==> config.mk <==
export PLATFORM = sky130hd
export DESIGN_NAME = sync_buffer_manager_regs
export DESIGN_NICKNAME = d
export VERILOG_FILES = /design/src/hw/sbm_buffer_tracker.v /design/src/hw/sync_buffer_manager_regs.v
export VERILOG_INCLUDE_DIRS = /design/src /design/src/include
export SDC_FILE = /design/constraint.sdc
export NUM_CORES = 1
export LEC_CHECK = 0
export BUFFER_PORTS_ARGS = -buffer_cell sky130_fd_sc_hd__buf_2
export CELL_PAD_IN_SITES_DETAIL_PLACEMENT = 0
export CELL_PAD_IN_SITES_GLOBAL_PLACEMENT = 1
export CORE_UTILIZATION = 31
export CTS_BUF_LIST = sky130_fd_sc_hd__clkbuf_4 sky130_fd_sc_hd__clkbuf_8
export CTS_CLUSTER_SIZE = 40
export DETAILED_ROUTE_END_ITERATION = 10
export GPL_TIMING_DRIVEN = 0
export PLACE_DENSITY = 0.67
export RECOVER_POWER = 100
export SETUP_SLACK_MARGIN = 0.1
export SKIP_CTS_REPAIR_TIMING = 1
export SLEW_MARGIN = 10
export SYNTH_ARGS = -nofsm -noshare
export SYNTH_HDL_FRONTEND = slang
export SYNTH_SLANG_ARGS = --single-unit
==> constraint.sdc <==
create_clock -name clk -period 3.8 [get_ports clk]
set_input_delay 0.38 -clock clk [delete_from_list [all_inputs] [get_ports clk]]
set_output_delay 0.38 -clock clk [all_outputs]
set_load 0.02 [all_outputs]
==> src/include/sbm_consts.vh <==
// Constants for one buffer manager register block: offsets, fields, resets.
// Assumes byte-wide register access with a 12-bit byte address.
`ifndef SBM_CONSTS_VH
`define SBM_CONSTS_VH
// ------------------------------------------------------------
// Register map
// ------------------------------------------------------------
`define SBM_BASE 12'h800
`define SBM_STRIDE 12'h008
`define SBM_OFS_START_LO 3'h0
`define SBM_OFS_START_HI 3'h1
`define SBM_OFS_LEN_LO 3'h2
`define SBM_OFS_LEN_HI 3'h3
`define SBM_OFS_CTRL 3'h4
`define SBM_OFS_STAT 3'h5
`define SBM_OFS_ACT 3'h6
`define SBM_OFS_HCTRL 3'h7
// ------------------------------------------------------------
// Field positions and codes
// ------------------------------------------------------------
`define SBM_CTRL_WDOG 6
`define SBM_CTRL_HOST_EV 5
`define SBM_CTRL_NET_EV 4
`define SBM_DIR_NET_READ 2'h0
`define SBM_DIR_NET_WRITE 2'h1
`define SBM_MODE_TRIPLE 2'h0
`define SBM_MODE_MAILBOX 2'h2
`define SBM_ACT_LATCH_HOST 7
`define SBM_ACT_LATCH_NET 6
`define SBM_ACT_REPEAT 1
`define SBM_ACT_ENABLE 0
`define SBM_HCTRL_ACK 1
`define SBM_HCTRL_DEACT 0
// ------------------------------------------------------------
// Reset values and masks
// ------------------------------------------------------------
`define SBM_CTRL_RST 8'h00
`define SBM_CTRL_MASK 8'h7F
`define SBM_ACT_RST 8'h00
`define SBM_ACT_MASK 8'hC3
`define SBM_BUF_NONE 2'h3
`define SBM_BUF_LAST 2'h2
`define SBM_LEN_MIN 16'h0002
`endif

==> src/hw/sbm_buffer_tracker.v <==
// Buffer state of one manager: open flags, last buffer, mailbox, status flags.
// Assumes one-cycle access pulses from the main block on the same clock.
`timescale 1ns/10ps
`include "sbm_consts.vh"
module sbm_buffer_tracker (
	input wire clk, // System clock
	input wire sys_rst, // Synchronous reset, high
	input wire ce, // Clock enable
	input wire clr, // Manager inactive: hold reset state
	input wire mbx_mode, // Single-buffer mailbox mode
	input wire wr_first, // Writer touched first byte
	input wire wr_last, // Writer touched last byte
	input wire rd_first, // Reader touched first byte
	input wire rd_last, // Reader touched last byte
	output reg wr_open_q, // Write buffer opened
	output reg rd_open_q, // Read buffer opened
	output reg [1:0] last_buf_q, // Last completed buffer
	output reg mbx_full_q, // Mailbox holds data
	output reg irq_rd_q, // Read-complete flag
	output reg irq_wr_q, // Write-complete flag
	output wire wr_done, // Write buffer completed
	output wire rd_done // Read buffer completed
);
	// Mailbox refuses a new write while full and a read while empty
	assign wr_done = wr_last & wr_open_q & ~(mbx_mode & mbx_full_q);
	assign rd_done = rd_last & rd_open_q & ~(mbx_mode & ~mbx_full_q);

	// ------------------------------------------------------------
	// Buffer state
	// ------------------------------------------------------------
	// Set terms listed after clear terms so that a set wins; open flags list the clear last so it wins
	always @(posedge clk) begin
		if (sys_rst | (ce & clr)) begin
			wr_open_q <= 1'b0;
			rd_open_q <= 1'b0;
			last_buf_q <= `SBM_BUF_NONE;
			mbx_full_q <= 1'b0;
			irq_rd_q <= 1'b0;
			irq_wr_q <= 1'b0;
		end else if (ce) begin
			if (wr_first)
				wr_open_q <= 1'b1;
			if (wr_done)
				wr_open_q <= 1'b0;
			if (rd_first)
				rd_open_q <= 1'b1;
			if (rd_done)
				rd_open_q <= 1'b0;
			if (wr_done & ~mbx_mode) begin
				// Rotate 0,1,2 through the three buffers
				if (last_buf_q >= `SBM_BUF_LAST)
					last_buf_q <= 2'h0;
				else
					last_buf_q <= last_buf_q + 2'h1;
			end
			if (mbx_mode & rd_done)
				mbx_full_q <= 1'b0;
			if (mbx_mode & wr_done)
				mbx_full_q <= 1'b1;
			if (wr_first)
				irq_rd_q <= 1'b0;
			if (rd_done)
				irq_rd_q <= 1'b1;
			if (rd_first)
				irq_wr_q <= 1'b0;
			if (wr_done)
				irq_wr_q <= 1'b1;
		end
	end
endmodule

==> src/hw/sync_buffer_manager_regs.v <==
// Control and status registers of one buffer manager plus its event outputs.
// Assumes byte register and memory access pulses from same-clock logic.
// Behaviour
// - Network writes control byte only while the manager is disabled.
// - Direction 00 network reads, 01 network writes; other codes reserved.
// - Mode 00 selects three-buffer exchange operation.
// - Mode 10 selects mailbox; status bit 3 shows empty 0, full 1.
// - Control bits 6,5,4 enable watchdog, host event, network event; reset 0.
// - Network event enable raises network event request on buffer completion.
// - Status 5:4 last written buffer, 11 none; bits 7,6 buffers open.
// - Read flag set after full read, cleared on first byte written.
// - Write flag set after full write, cleared on first byte read.
// - Host latch enable: latch event on host exchange or start access.
// - Network latch enable: latch event on network buffer exchange.
// - Enabled manager controls its area; disabled means plain memory.
// - Host read of activate byte clears the activation-changed flag.
// - Deactivate bit reads 1 when deactivated; write 1 stops, 0 resumes.
// - Length of one or less leaves manager inactive; one gives watchdog only.
// - Four managers, eight bytes each, from base 0800h.
`timescale 1ns/10ps
`include "sbm_consts.vh"
module sync_buffer_manager_regs #(
	parameter [1:0] MGR_INDEX = 2'h0, // Which of the four managers
	parameter ADDR_W = 12 // Byte address width
) (
	input wire clk, // System clock, 100 MHz
	input wire sys_rst, // Synchronous reset, high
	input wire ce, // Clock enable, freezes state when low
	input wire net_reg_wr, // Network register write strobe
	input wire net_reg_rd, // Network register read strobe
	input wire [ADDR_W-1:0] net_reg_addr, // Network register address
	input wire [7:0] net_reg_wdata, // Network write data
	output reg [7:0] net_reg_rdata_q, // Network read data
	input wire host_reg_wr, // Host register write strobe
	input wire host_reg_rd, // Host register read strobe
	input wire [ADDR_W-1:0] host_reg_addr, // Host register address
	input wire [7:0] host_reg_wdata, // Host write data
	output reg [7:0] host_reg_rdata_q, // Host read data
	input wire net_mem_wr, // Network memory write strobe
	input wire net_mem_rd, // Network memory read strobe
	input wire [15:0] net_mem_addr, // Network memory address
	input wire host_mem_wr, // Host memory write strobe
	input wire host_mem_rd, // Host memory read strobe
	input wire [15:0] host_mem_addr, // Host memory address
	output wire area_controlled, // Manager owns its area
	output wire area_locked, // Host side locked out by deactivate
	output reg net_event_req_q, // Network event request pulse
	output reg host_event_req_q, // Host event request pulse
	output reg watchdog_trigger_q, // Watchdog trigger pulse
	output reg latch_event_host_q, // Latch event from host side
	output reg latch_event_net_q, // Latch event from network side
	output reg act_changed_q // Activation changed flag
);
	// ------------------------------------------------------------
	// Address decode
	// ------------------------------------------------------------
	// Byte offset within this manager, or 4'h8 when outside it
	function [3:0] mgr_ofs;
		input [ADDR_W-1:0] a;
		reg [ADDR_W-1:0] base;
		begin
			base = `SBM_BASE + {{(ADDR_W-2){1'b0}}, MGR_INDEX} * `SBM_STRIDE;
			if (a >= base && a < base + `SBM_STRIDE)
				mgr_ofs = {1'b0, a[2:0]};
			else
				mgr_ofs = 4'h8;
		end
	endfunction

	wire [3:0] net_ofs = mgr_ofs(net_reg_addr);
	wire [3:0] host_ofs = mgr_ofs(host_reg_addr);

	// ------------------------------------------------------------
	// Register storage
	// ------------------------------------------------------------
	reg [15:0] start_q;
	reg [15:0] len_q;
	reg [7:0] ctrl_q;
	reg [7:0] act_q;
	reg ack_q;
	reg deact_q;

	wire enable = act_q[`SBM_ACT_ENABLE];
	wire [1:0] mode = ctrl_q[1:0];
	wire [1:0] dir = ctrl_q[3:2];
	wire mbx_mode = (mode == `SBM_MODE_MAILBOX);
	// Reserved codes fall back to plain memory
	wire codes_ok = (mode == `SBM_MODE_TRIPLE || mbx_mode) &&
		(dir == `SBM_DIR_NET_READ || dir == `SBM_DIR_NET_WRITE);
	wire len_ok = (len_q >= `SBM_LEN_MIN);
	wire len_one = (len_q == 16'h0001);
	assign area_controlled = enable & ~deact_q & codes_ok & len_ok;
	assign area_locked = enable & deact_q;

	wire net_w = net_reg_wr & ~net_ofs[3];
	wire host_w = host_reg_wr & ~host_ofs[3];
	wire host_r = host_reg_rd & ~host_ofs[3];
	wire cfg_w = net_w & ~enable;
	wire act_w = net_w & (net_ofs[2:0] == `SBM_OFS_ACT);
	wire [7:0] act_new = net_reg_wdata & `SBM_ACT_MASK;

	// Network writes only; host writes to bytes 0-6 are dropped
	always @(posedge clk) begin
		if (sys_rst) begin
			start_q <= 16'h0000;
			len_q <= 16'h0000;
			ctrl_q <= `SBM_CTRL_RST;
			act_q <= `SBM_ACT_RST;
		end else if (ce) begin
			if (cfg_w) begin
				case (net_ofs[2:0])
					`SBM_OFS_START_LO: start_q[7:0] <= net_reg_wdata;
					`SBM_OFS_START_HI: start_q[15:8] <= net_reg_wdata;
					`SBM_OFS_LEN_LO: len_q[7:0] <= net_reg_wdata;
					`SBM_OFS_LEN_HI: len_q[15:8] <= net_reg_wdata;
					`SBM_OFS_CTRL: ctrl_q <= net_reg_wdata & `SBM_CTRL_MASK;
					default: ;
				endcase
			end
			if (act_w)
				act_q <= act_new;
		end
	end

	// Host control byte: only the host writes it
	always @(posedge clk) begin
		if (sys_rst) begin
			ack_q <= 1'b0;
			deact_q <= 1'b0;
		end else if (ce) begin
			if (host_w && host_ofs[2:0] == `SBM_OFS_HCTRL) begin
				ack_q <= host_reg_wdata[`SBM_HCTRL_ACK];
				deact_q <= host_reg_wdata[`SBM_HCTRL_DEACT];
			end
		end
	end

	// Activation changed: set by an enable change, cleared by host read
	always @(posedge clk) begin
		if (sys_rst)
			act_changed_q <= 1'b0;
		else if (ce) begin
			if (act_w && act_new[`SBM_ACT_ENABLE] != enable)
				act_changed_q <= 1'b1; // set wins over a same-cycle read
			else if (host_r && host_ofs[2:0] == `SBM_OFS_ACT)
				act_changed_q <= 1'b0;
		end
	end

	// ------------------------------------------------------------
	// Memory access classification
	// ------------------------------------------------------------
	wire [15:0] last_addr = start_q + len_q - 16'h0001;
	wire net_writes = (dir == `SBM_DIR_NET_WRITE);
	// Writer and reader sides follow the direction field
	wire w_acc = net_writes ? net_mem_wr : host_mem_wr;
	wire [15:0] w_addr = net_writes ? net_mem_addr : host_mem_addr;
	wire r_acc = net_writes ? host_mem_rd : net_mem_rd;
	wire [15:0] r_addr = net_writes ? host_mem_addr : net_mem_addr;
	wire run = area_controlled;
	wire wr_first = run & w_acc & (w_addr == start_q);
	wire wr_last = run & w_acc & (w_addr == last_addr);
	wire rd_first = run & r_acc & (r_addr == start_q);
	wire rd_last = run & r_acc & (r_addr == last_addr);

	wire wr_open, rd_open, mbx_full, irq_rd, irq_wr, wr_done, rd_done;
	wire [1:0] last_buf;

	sbm_buffer_tracker u_tracker (
		.clk(clk),
		.sys_rst(sys_rst),
		.ce(ce),
		.clr(~run),
		.mbx_mode(mbx_mode),
		.wr_first(wr_first),
		.wr_last(wr_last),
		.rd_first(rd_first),
		.rd_last(rd_last),
		.wr_open_q(wr_open),
		.rd_open_q(rd_open),
		.last_buf_q(last_buf),
		.mbx_full_q(mbx_full),
		.irq_rd_q(irq_rd),
		.irq_wr_q(irq_wr),
		.wr_done(wr_done),
		.rd_done(rd_done)
	);

	// ------------------------------------------------------------
	// Events
	// ------------------------------------------------------------
	wire done = wr_done | rd_done;
	wire net_done = net_writes ? wr_done : rd_done;
	wire host_done = net_writes ? rd_done : wr_done;
	wire host_start = host_mem_wr | host_mem_rd;
	wire host_at_start = host_start & (host_mem_addr == start_q);
	// A one-byte area only feeds the watchdog from writes to its byte
	wire wdog_src = len_one ? (enable & ~deact_q & w_acc & (w_addr == start_q)) : wr_done;

	// One-cycle event pulses
	always @(posedge clk) begin
		if (sys_rst) begin
			net_event_req_q <= 1'b0;
			host_event_req_q <= 1'b0;
			watchdog_trigger_q <= 1'b0;
			latch_event_host_q <= 1'b0;
			latch_event_net_q <= 1'b0;
		end else if (ce) begin
			net_event_req_q <= ctrl_q[`SBM_CTRL_NET_EV] & done;
			host_event_req_q <= ctrl_q[`SBM_CTRL_HOST_EV] & done;
			watchdog_trigger_q <= ctrl_q[`SBM_CTRL_WDOG] & wdog_src;
			latch_event_host_q <= act_q[`SBM_ACT_LATCH_HOST] & (host_done | (run & host_at_start));
			latch_event_net_q <= act_q[`SBM_ACT_LATCH_NET] & net_done;
		end
	end

	// ------------------------------------------------------------
	// Read back
	// ------------------------------------------------------------
	// Mode-specific status fields read zero in the other mode
	wire [7:0] status = {wr_open, rd_open, mbx_mode ? 2'h0 : last_buf,
		mbx_mode & mbx_full, 1'b0, irq_rd, irq_wr};
	wire [7:0] hctrl = {6'h00, ack_q, area_locked};

	function [7:0] reg_mux;
		input [3:0] o;
		begin
			case (o)
				{1'b0, `SBM_OFS_START_LO}: reg_mux = start_q[7:0];
				{1'b0, `SBM_OFS_START_HI}: reg_mux = start_q[15:8];
				{1'b0, `SBM_OFS_LEN_LO}: reg_mux = len_q[7:0];
				{1'b0, `SBM_OFS_LEN_HI}: reg_mux = len_q[15:8];
				{1'b0, `SBM_OFS_CTRL}: reg_mux = ctrl_q;
				{1'b0, `SBM_OFS_STAT}: reg_mux = status;
				{1'b0, `SBM_OFS_ACT}: reg_mux = act_q;
				{1'b0, `SBM_OFS_HCTRL}: reg_mux = hctrl;
				default: reg_mux = 8'h00;
			endcase
		end
	endfunction

	// Data registered on the read strobe, held until the next read
	always @(posedge clk) begin
		if (sys_rst) begin
			net_reg_rdata_q <= 8'h00;
			host_reg_rdata_q <= 8'h00;
		end else if (ce) begin
			if (net_reg_rd)
				net_reg_rdata_q <= reg_mux(net_ofs);
			if (host_reg_rd)
				host_reg_rdata_q <= reg_mux(host_ofs);
		end
	end
endmodule

## After elaboration in Yosys (flattened, before gate mapping)

Cells that the tools add are included.

- Flip-flop bits (word level): 74
- Bits in latches: 0
- Bits in writable memories: 0
- Memory bits (read-only): 0
- Bits of input ports: 83
- Output and inout bits: 24
- Word-level logic and storage cells: 168
- Memories kept: 0

- Add/sub/neg operators: 3
- $mul: 0
- Divide/modulo/power cells: 0
- $lt $le $gt $ge: 6
- Equality and inequality tests: 30
- Shift-type cells: 0
- Muxes and demuxes: 25
- Bitwise gates (word level): 47
- Reduce and logical (&&, ||, !) cells: 35

Operators with widths:

| operator | number |
|---|---|
| one-hot mux 8 bit (8 select lines) | 2 |
| equality test 16 bit | 5 |
| bitwise AND 1 bit | 34 |
| equality test 4 x 3 -> 1 bit (second input constant) | 8 |
| 2-to-1 mux 16 bit | 2 |
| >= comparator 12 bit (second input constant) | 2 |
| < comparator 12 bit (second input constant) | 2 |
| AND reduction 2 bit | 11 |
| 2-to-1 mux 1 bit | 17 |
| adder 16 bit | 1 |
| equality test 16 x 1 -> 1 bit (second input constant) | 1 |
| equality test 4 x 2 -> 1 bit (second input constant) | 4 |
| >= comparator 16 x 2 -> 1 bit (second input constant) | 1 |
| subtractor 16 x 1 -> 16 bit (second input constant) | 1 |
| AND reduction 3 bit | 5 |
| equality test 3 bit (second input constant) | 4 |
| nonzero test 2 bit | 6 |
| NOT 1 bit | 9 |
| equality test 4 x 1 -> 1 bit (second input constant) | 2 |
| logical NOT 4 bit | 2 |
| 2-to-1 mux 4 bit | 2 |
| equality test 3 x 2 -> 1 bit (second input constant) | 2 |
| logical AND 1 bit | 6 |
| logical NOT 2 bit | 2 |
| other kinds (10) | 15 |

## Depth between registers and ports, before layout

Gate-level depths: netlist of run 1.

- Depth after elaboration: 12
- Mapped depth: 16
- Gate-level depth less buffers: 15

## Cells and area by module

From an unflattened synthesis of run 1, not the netlist that was laid out.

- Cell total of the unflattened synthesis: 745
- Area, all modules: 6227.2 um2

Modules (own cells, without submodules):

| module | times used | cells each | area each (um2) | seq. area each (um2) |
|---|---|---|---|---|
| sync_buffer_manager_regs | 1 | 705 | 5865.6 | 1341.3 |
| sbm_buffer_tracker | 1 | 40 | 361.6 | 140.1 |

## Worst setup path after synthesis of run 1

No wires, ideal clock.

- Path kind: register to register
- From: register start_q[1]
- To: register u_tracker.last_buf_q[0]
- Library setup time: 0.079 ns
- Arrival: 3.873 ns
- Required time: 3.721 ns
- Slack: -0.152 ns
- Stages on the path, launching flop included: 16
- Clock period less this slack: 3.952 ns
- Cells stage by stage: dfxtp_1 > clkbuf_1 > inv_1 > ha_1 > inv_1 > ha_1 > inv_1 > fa_1 > xor2_1 > xnor2_2 > or3b_1 > a2111oi_2 > nand4_1 > or4b_4 > or4_4 > o211ai_1

- Word-level cells in the longest chain between the ends: 8

Ends and longest elaborated chain:

| item | RTL line | RTL |
|---|---|---|
| from (decl) | sync_buffer_manager_regs.v:76 | `reg [15:0] start_q;` |
| from (signal assigned) | sync_buffer_manager_regs.v:112 | `` `SBM_OFS_START_LO: start_q[7:0] <= net_reg_wdata; `` |
| adder 16 bit | sync_buffer_manager_regs.v:153 | `wire [15:0] last_addr = start_q + len_q - 16'h0001;` |
| subtractor 16 x 1 -> 16 bit | sync_buffer_manager_regs.v:153 |  |
| equality test 16 bit | sync_buffer_manager_regs.v:162 | `wire wr_last = run & w_acc & (w_addr == last_addr);` |
| bitwise AND 1 bit | sync_buffer_manager_regs.v:162 |  |
| bitwise AND 1 bit (2 in a row) | sbm_buffer_tracker.v:25 | `assign wr_done = wr_last & wr_open_q & ~(mbx_mode & mbx_full_q);` |
| bitwise AND 1 bit | sbm_buffer_tracker.v:49 | `if (wr_done & ~mbx_mode) begin` |
| AND reduction 2 bit (no line) | n/a |  |
| to (signal assigned) | sbm_buffer_tracker.v:36 | `` last_buf_q <= `SBM_BUF_NONE; `` |
| to (signal assigned) | sbm_buffer_tracker.v:54 | `last_buf_q <= last_buf_q + 2'h1;` |
| to (decl) | sbm_buffer_tracker.v:17 | `output reg [1:0] last_buf_q,` |

No other way between the ends.
A chain may end at the register's enable or synchronous reset.

## Final worst setup path of run 1

- From: register start_q[4]
- To: register u_tracker.last_buf_q[0]

Same word-level chain as after synthesis.

==> flow_summary.toml, run 1 <==
[place]
routabilityCongestion = 0.939
place_area_um2 = 7520
hpwl_mm = 21.3
portBuffers = 97

[hold_path]
hold_path_class = "primary input to register"

[drt]
drtPass1Iterations = 5
vias_per_cell = 5.54
ant_nets = 0
wire_per_inst_um = 21.7
num_vias = 6846
drc = 0
initialDrtViolationCount = 440
drt-total-wl_mm = 26.9

[finish]
final_layout_size_suffix_gt1_frac = 0.214
diodes = 0
final_cell_area_um2 = 8100
fin_nets = 1070
area_growth_syn_to_layout_pct = 21.6

[timing]
whs_ps = 247
finalSetupViolCount = 2
slew_headroom = -0.101
rsz0062_at_grt = "true"
layout_setup_ws_ps = -135
tightest_slew_ps = 1630
hold_violations = 0
slew_viol_final = 9
setup_tns_ps = -259
fin_crit_ps = 3940
finClkSkew_ps = 10.5
fmax_mhz = 254
timing.final.crit_share = 1.04

[logic_synthesis]
synth-seq-cells = 74
synth_ff_type = "dfxtp_1"
ys_top_cells_by_count = "mux2i_1 (77), dfxtp_1 (74), nor2_1 (73)"
yosysWarnings = 0
synth_edf_count = 0
yosys.area.top_type = "dfxtp_1"
postSynth.asyncResetShare = 0
seq_area_frac_synth = 0.222
syn-num-nets = 954
netlist_area_um2 = 6670
synth_cell_types = 75
syn_area_per_cell_um2 = 7.93
netlist_instances = 841
synth.most_common_cell = "mux2i_1"
synthTopCellsByArea = "dfxtp_1 (22%), mux2i_1 (12%), xnor2_1 (8.3%)"
synth_top_area_frac = 0.222

[run_status]
violations = "max-capacitance violations, max-slew violations, negative setup slack"
status = "complete, but fails checks"

[floorplan]
core_um2 = 21000
die_area_um2 = 22100
rows = 53
die_height_um = 149
fp.dieW_um = 149
io-pin-count = 107
initial_core_util = 0.317

[worst_setup_path]
worst_path_largest_cell_delay_ps = 550
crit_path_top_delay_cell = "or4b_4"
critPathMaxFanout = 6
cp-start-kind = "register"
end_kind = "register"
critPathKind = "register to register"
cp_cell_sequence = "clkbuf_4, inv_1, ha_1, inv_1, ha_1, o211a_1, o21a_4, o41ai_1, nand2_1, xor2_1, nand2_1, or4b_4, or4_4, o211ai_1"
regToRegSetupSlack_ps = -140
cp.required_ps = 4110
crit_arrival_ps = 4240

[clock_network]
path_clk_slew_ps = 80
numCtsBuffers = 9
clk-insertion-delay-late_ps = 380
cts.htree.levels = 3
clkSinkCount = 74
clockBufferDepth = 2
root_buffer = "clkbuf_8"
cts_tree = "built"

[power]
power_frac_comb = 0.148
power_density_nw_per_um2 = 215
seqPwrFrac = 0.449
max-vdd-ir-drop_uv = 275
p_int_mw = 1.27
leakagePower_nw = 3.33
pwr-share-clk = 0.403
swShare = 0.273
p_switching_mw = 0.477

[run]
drv_cap = 1

[global_routing]
track_usage = 0.243
grt.overflow.total = 0
grt_pass1_wl_mm = 39.2
grt_max_degree = 13
grt_pass1_vias = 6383
antenna_found_initial = 0
==> per-stage QoR <==
| stage | cells | worst slack (ps) | power [mW] | util |
|---|---|---|---|---|
| after global placement | 1213 | -655 | 1.06 | 0.358 |
| final | 1236 | -135 | 1.74 | 0.386 |
| after floorplan | 841 | 116 | 0.943 | - |
| after CTS | 1228 | -694 | 1.76 | 0.368 |
| after global routing | 1236 | -212 | 1.81 | 0.386 |
| after detailed placement | 1213 | -662 | 1.06 | 0.358 |
==> final cells by class <==
| type | instances | area (um^2) |
|---|---|---|
| fill | 2250 | 12900 |
| inverter | 67 | 256 |
| clock buffer | 11 | 145 |
| sequential | 74 | 1510 |
| timing repair buffer | 112 | 568 |
| multi-input combinational | 648 | 4980 |
| buffer | 45 | 220 |
| clock inverter | 4 | 76.3 |
| tap | 275 | 344 |
==> sequential cells by signal, indices dropped and copies added (netlist names) <==
| name | flops |
|---|---|
| ack_q | 1 |
| act_changed_q | 1 |
| act_q | 4 |
| ctrl_q | 7 |
| deact_q | 1 |
| host_event_req_q | 1 |
| host_reg_rdata_q | 8 |
| latch_event_host_q | 1 |
| latch_event_net_q | 1 |
| len_q | 16 |
| net_event_req_q | 1 |
| net_reg_rdata_q | 8 |
| start_q | 16 |
| u_tracker.irq_rd_q | 1 |
| u_tracker.irq_wr_q | 1 |
| u_tracker.last_buf_q | 2 |
| u_tracker.mbx_full_q | 1 |
| u_tracker.rd_open_q | 1 |
| u_tracker.wr_open_q | 1 |
| watchdog_trigger_q | 1 |
==> routing by layer <==
layer  track usage  part of all wire
met3        0.0393             0.066
met2         0.392              0.46
met5             0                 0
met4        0.0660             0.020
met1         0.333              0.45
==> path summary, 6_finish.rpt <==
check	startpoint	end	cells after the start
hold reg to reg	latch_event_net_q$_SDFFE_PP0P_	latch_event_net_q$_SDFFE_PP0P_	2
hold / removal	host_reg_wdata[0]	deact_q$_SDFFE_PP0P_	3
setup reg to reg	start_q[4]$_SDFFE_PP0P_	u_tracker.last_buf_q[0]$_SDFFE_PP1P_	14
setup / recovery	start_q[4]$_SDFFE_PP0P_	u_tracker.last_buf_q[0]$_SDFFE_PP1P_	14
==> cells in the final DEF (no fill, tap or decap), drive strengths merged, types with 12 or more instances in the layout <==
master  count
buf        96
mux2i      79
dfxtp      74
nor2       73
clkbuf     72
inv        67
nand2      64
xnor2      64
a21oi      38
o21ai      33
ha         29
nand3      24
nand4      21
nor4       21
xor2       19
nor3       16
a31oi      14
nand2b     12
==> power groups by stage <==
stage | Sequential [mW] | Combinational [mW] | Clock (mW)
6_report | 0.782 | 0.258 | 0.703
2_1_floorplan | 0.812 | 0.130 | 0
3_5_place_dp | 0.804 | 0.252 | 0
4_1_cts | 0.786 | 0.253 | 0.717
3_3_place_gp | 0.804 | 0.254 | 0
5_1_grt | 0.783 | 0.279 | 0.750
==> cells by family after synthesis <==
family | share of synthesized area
compound gates | 0.175
mux | 0.135
fa+ha+maj | 0.0574
simple gates | 0.207
buf+inv | 0.0700
xor+xnor | 0.134
flops | 0.222
==> critical path, delay by kind of cell, from the launching register on <==
family / cells / cell delay [ps]
buf+inv: 3 / 370
fa+ha+maj: 2 / 680
simple gates: 4 / 1320
xor+xnor: 1 / 220
flops: 1 / 310
compound gates: 4 / 950
(Power assumes the default switching activity.)
==> run 2, diff against run 1 <==
--- a/config.mk
+++ b/config.mk
@@ -15,7 +15,7 @@
 export DETAILED_ROUTE_END_ITERATION = 10
 export GPL_TIMING_DRIVEN = 0
 export PLACE_DENSITY = 0.67
-export RECOVER_POWER = 100
+export RECOVER_POWER = 25
 export SETUP_SLACK_MARGIN = 0.1
 export SKIP_CTS_REPAIR_TIMING = 1
 export SLEW_MARGIN = 10
==> run 2 against run 1 <==
The flow finishes with violations (negative setup slack). Clock-buffer cell count is the same. Clock skew about the same. Die area is the same. Final area up 0.11%. Wire length down 0.24%. Global-route usage stayed put. First-iteration DRC count increased by 7.5%. Hold slack gained 6.8 ps. Critical path type unchanged. Largest cell class unchanged. Largest power group unchanged.
==> flow_summary.toml, run 2 (synthesis gave the netlist of run 1 again) <==
[floorplan]
fp.dieW_um = 149
rows = 53
initial_core_util = 0.317
die_area_um2 = 22100
core_um2 = 21000
io-pin-count = 107
die_height_um = 149

[clock_network]
cts.htree.levels = 3
root_buffer = "clkbuf_8"
path_clk_slew_ps = 80
clockBufferDepth = 2
numCtsBuffers = 9
clkSinkCount = 74
clk-insertion-delay-late_ps = 380
cts_tree = "built"

[power]
swShare = 0.273
leakagePower_nw = 3.34
power_frac_comb = 0.148
p_switching_mw = 0.476
power_density_nw_per_um2 = 215
p_int_mw = 1.27
pwr-share-clk = 0.403
max-vdd-ir-drop_uv = 275
seqPwrFrac = 0.449

[timing]
slew_viol_final = 0
finalSetupViolCount = 2
fin_crit_ps = 3940
tightest_slew_ps = 1070
fmax_mhz = 254
timing.final.crit_share = 1.04
slew_headroom = 0.282
layout_setup_ws_ps = -139
hold_violations = 0
setup_tns_ps = -268
rsz0062_at_grt = "true"
finClkSkew_ps = 10.3

[place]
hpwl_mm = 21.3
portBuffers = 97
routabilityCongestion = 0.939
place_area_um2 = 7520
post-place-ws_ps = -662

[worst_setup_path]
critPathMaxFanout = 6
cp.required_ps = 4100
end_kind = "register"
crit_arrival_ps = 4240
critPathKind = "register to register"
cp-start-kind = "register"

[global_routing]
grt_pass1_wl_mm = 39.2
grt_max_degree = 13
grt.overflow.total = 0
track_usage = 0.243
antenna_found_initial = 0
grt_pass1_vias = 6383

[drt]
drc = 0
wire_per_inst_um = 21.7
drtPass1Iterations = 5
ant_nets = 0
num_vias = 6809
drt-total-wl_mm = 26.8
vias_per_cell = 5.51
initialDrtViolationCount = 473

[run_status]
status = "complete, but fails checks"
violations = "negative setup slack"

[finish]
final_cell_area_um2 = 8110
multiInputGateArea_um2 = 4980
final_cell_mix = "buf_2 (78), mux2i_1 (76), nor2_1 (71), nand2_1 (63), inv_1 (61)"
seqCellArea_um2 = 1510
area_growth_syn_to_layout_pct = 21.7
fill_cells = 2251
fin_nets = 1070
largestRegisters = "len_q (16), start_q (16)"
diodes = 0
layout_commonest_cell = "buf_2"
final_layout_size_suffix_gt1_frac = 0.216

[hold_path]
hold_path_class = "primary input to register"

[run]
drv_cap = 0
-- run 2: changes by cell type in the layout (fill, tap and decap cells not counted) --
cell / delta
buf_1: +1
buf_2: +3
buf_4: -1
buf_6: +1
clkbuf_1: -3
clkbuf_2: -2
clkbuf_4: +1
o21ai_0: -1
o21ai_1: +1
-- run 2: power groups by stage --
stage / clock (mW) / combinational, mW / sequential (mW)
global placement: 0 / 0.254 / 0.804
detailed placement: 0 / 0.252 / 0.804
finish: 0.703 / 0.258 / 0.782
global route: 0.750 / 0.279 / 0.783
floorplan: 0 / 0.130 / 0.812
CTS: 0.717 / 0.253 / 0.786
-- run 2: critical path, stage by stage (launching register included) --
cell,delay [ps]
dfxtp_1,310
clkbuf_4,220
inv_1,110
ha_1,280
inv_1,40
ha_1,400
o211a_1,300
o21a_4,140
o41ai_1,320
nand2_1,200
xor2_1,220
nand2_1,70
or4b_4,550
or4_4,510
o211ai_1,170
-- run 2: path summary, 6_finish.rpt --
kind | startpoint | end | slack [ps] | cells past startpoint
setup / recovery | start_q[4]$_SDFFE_PP0P_ | u_tracker.last_buf_q[0]$_SDFFE_PP1P_ | -140 | 14
hold / removal | host_reg_wdata[0] | deact_q$_SDFFE_PP0P_ | 250 | 3
setup reg to reg | start_q[4]$_SDFFE_PP0P_ | u_tracker.last_buf_q[0]$_SDFFE_PP1P_ | -140 | 14
hold reg to reg | latch_event_net_q$_SDFFE_PP0P_ | latch_event_net_q$_SDFFE_PP0P_ | 440 | 2
-- run 2: metrics by stage --
| step | util | std cells | total power [mW] | hold slack, ps |
|---|---|---|---|---|
| finish | 0.386 | 1236 | 1.74 | 254 |
| CTS | 0.368 | 1228 | 1.76 | 239 |
| detailed placement | 0.358 | 1213 | 1.06 | 430 |
| global route | 0.386 | 1236 | 1.81 | 261 |
| global placement | 0.358 | 1213 | 1.06 | 425 |
| floorplan | - | 841 | 0.943 | 458 |
-- run 2: layer usage --
layer | global-route usage | vias to the layer above | wire length [um]
met1 | 0.333 | 3280 | 12300
li1 | - | 3250 | -
met3 | 0.0393 | 36 | 1570
met2 | 0.392 | 243 | 12300
met5 | 0 | - | 0
met4 | 0.0660 | 0 | 663
-- run 2: final cells by class --
cell class	count	area share
clock inverters	4	0.00941
multi-input cells	648	0.614
plain buffers	45	0.0279
flip-flops and latches	74	0.187
repair buffers	112	0.0703
clock buffers	11	0.0179
inverters	67	0.0316
well taps	275	0.0424
==> run 3, diff against run 2 <==
--- a/config.mk
+++ b/config.mk
@@ -16,7 +16,7 @@
 export GPL_TIMING_DRIVEN = 0
 export PLACE_DENSITY = 0.67
 export RECOVER_POWER = 25
-export SETUP_SLACK_MARGIN = 0.1
+export SETUP_SLACK_MARGIN = 0.15
 export SKIP_CTS_REPAIR_TIMING = 1
 export SLEW_MARGIN = 10
 export SYNTH_ARGS = -nofsm -noshare
==> run 3 against run 2 <==
Clock power decreased by 5.1%. Core utilization rose by 0.29 points. Final cell count increased by 0.97%. Sequential power about the same. Clock skew rose by 3.7 ps. Hold slack worse by 9.2 ps. Setup slack improved by 65 ps. The flow still finishes with violations (negative setup slack). Clock-buffer cell count down 2.
==> flow_summary.toml, run 3 (synthesis gave the netlist of run 1 again) <==
[global_routing]
track_usage = 0.243
grt.overflow.total = 0
met2_usage = 0.390
grt_pass1_vias = 6454
antenna_found_initial = 0
grtUsageMet1 = 0.336
busiest_layer = "met2"
grt_pass1_wl_mm = 39.7
grt_max_degree = 16
global_route.usage.met3 = 0.0362

[run_status]
status = "complete, but fails checks"
violations = "negative setup slack"

[floorplan]
core_um2 = 21000
initial_core_util = 0.317
rows = 53
fp.dieW_um = 149
die_area_um2 = 22100
die_height_um = 149
io-pin-count = 107

[timing]
hold_violations = 0
tightest_slew_ps = 1060
timing.final.crit_share = 1.02
whs_ps = 245
finClkSkew_ps = 13.9
setup_tns_ps = -141
layout_setup_ws_ps = -74.2
finalSetupViolCount = 7
rsz0062_at_grt = "true"
fmax_mhz = 258
slew_viol_final = 0
fin_crit_ps = 3870
slew_headroom = 0.291

[clock_network]
cts.htree.levels = 3
numCtsBuffers = 9
root_buffer = "clkbuf_8"
path_clk_slew_ps = 90
cts_tree = "built"
clockBufferDepth = 2
clkSinkCount = 74
clk-insertion-delay-late_ps = 390

[place]
place_inst = 1213
portBuffers = 97
hpwl_mm = 21.1
routabilityCongestion = 0.968

[worst_setup_path]
critPathMaxFanout = 5
crit_arrival_ps = 4180
end_kind = "register"
worst_path_largest_cell_delay_ps = 590
cp-start-kind = "register"
crit_path_top_delay_cell = "fa_2"
cp.required_ps = 4100
critPathKind = "register to register"
cp_cell_sequence = "buf_8, inv_4, ha_4, inv_2, ha_4, inv_2, fa_2, xnor2_2, a21bo_2, or4_4, or4_4, nor4_4, nand2_1, o31ai_2"

[finish]
fill_cells = 2231
diodes = 0
utilization = 0.389
final_cell_mix = "buf_2 (82), mux2i_1 (76), nor2_1 (70), nand2_1 (62), inv_1 (60)"
layout_commonest_cell = "buf_2"
final_layout_size_suffix_gt1_frac = 0.218
fin_nets = 1081
instances_no_fill = 1248
largestRegisters = "len_q (16), start_q (16)"
area_growth_syn_to_layout_pct = 22.6

[drt]
vias_per_cell = 5.58
num_vias = 6969
ant_nets = 0
drc = 0
wire_per_inst_um = 21.8
drtPass1Iterations = 5
initialDrtViolationCount = 567
drt-total-wl_mm = 27.2

[power]
power_density_nw_per_um2 = 209
max-vdd-ir-drop_uv = 141
leakagePower_nw = 3.39
power_mw = 1.71

[run]
drv_cap = 0

[hold_path]
hold_path_class = "primary input to register"
-- run 3: cell type report --
class | count | area, um^2 | share of cell area
multi-input cells | 648 | 4980 | 0.609
flip-flops and latches | 74 | 1510 | 0.185
repair buffers | 116 | 601 | 0.0735
well taps | 275 | 344 | 0.0421
plain buffers | 52 | 275 | 0.0337
inverters | 67 | 254 | 0.0311
clock buffers | 9 | 124 | 0.0152
clock inverters | 7 | 82.6 | 0.0101
-- run 3: per-stage QoR --
step                setup WS (ps)  cell area, um^2
finish                      -74.2             8170
global placement             -751             7520
CTS                          -769             7730
detailed placement           -712             7520
floorplan                     157             6690
global route                 -160             8170
-- run 3: final timing paths --
check	from	end	slack, ps	cells after the start
setup / recovery	start_q[1]$_SDFFE_PP0P_	u_tracker.mbx_full_q$_SDFFE_PP0P_	-70	14
hold / removal	host_reg_wdata[0]	deact_q$_SDFFE_PP0P_	250	3
setup reg to reg	start_q[1]$_SDFFE_PP0P_	u_tracker.mbx_full_q$_SDFFE_PP0P_	-70	14
hold reg to reg	latch_event_net_q$_SDFFE_PP0P_	latch_event_net_q$_SDFFE_PP0P_	450	2
-- run 3: critical path: cells and delay by family (launching register included) --
| family | cells | cell delay, ps |
|---|---|---|
| simple gates | 4 | 1660 |
| fa+ha+maj | 3 | 910 |
| compound gates | 2 | 470 |
| flops | 1 | 330 |
| buf+inv | 4 | 290 |
| xor+xnor | 1 | 130 |
-- run 3: routing by layer --
layer  wire length [um]  part of all wire  vias to the layer above
met5                  0                 0                        -
met4                789             0.029                        0
met3               1860             0.068                       49
met2              12400              0.46                      287
met1              12100              0.45                     3368
li1                   -                 -                     3265
-- run 3: where the power goes --
group | internal, mW | switching, mW
combinational | 0.0990 | 0.164
sequential | 0.778 | 0.00375
clock | 0.314 | 0.352
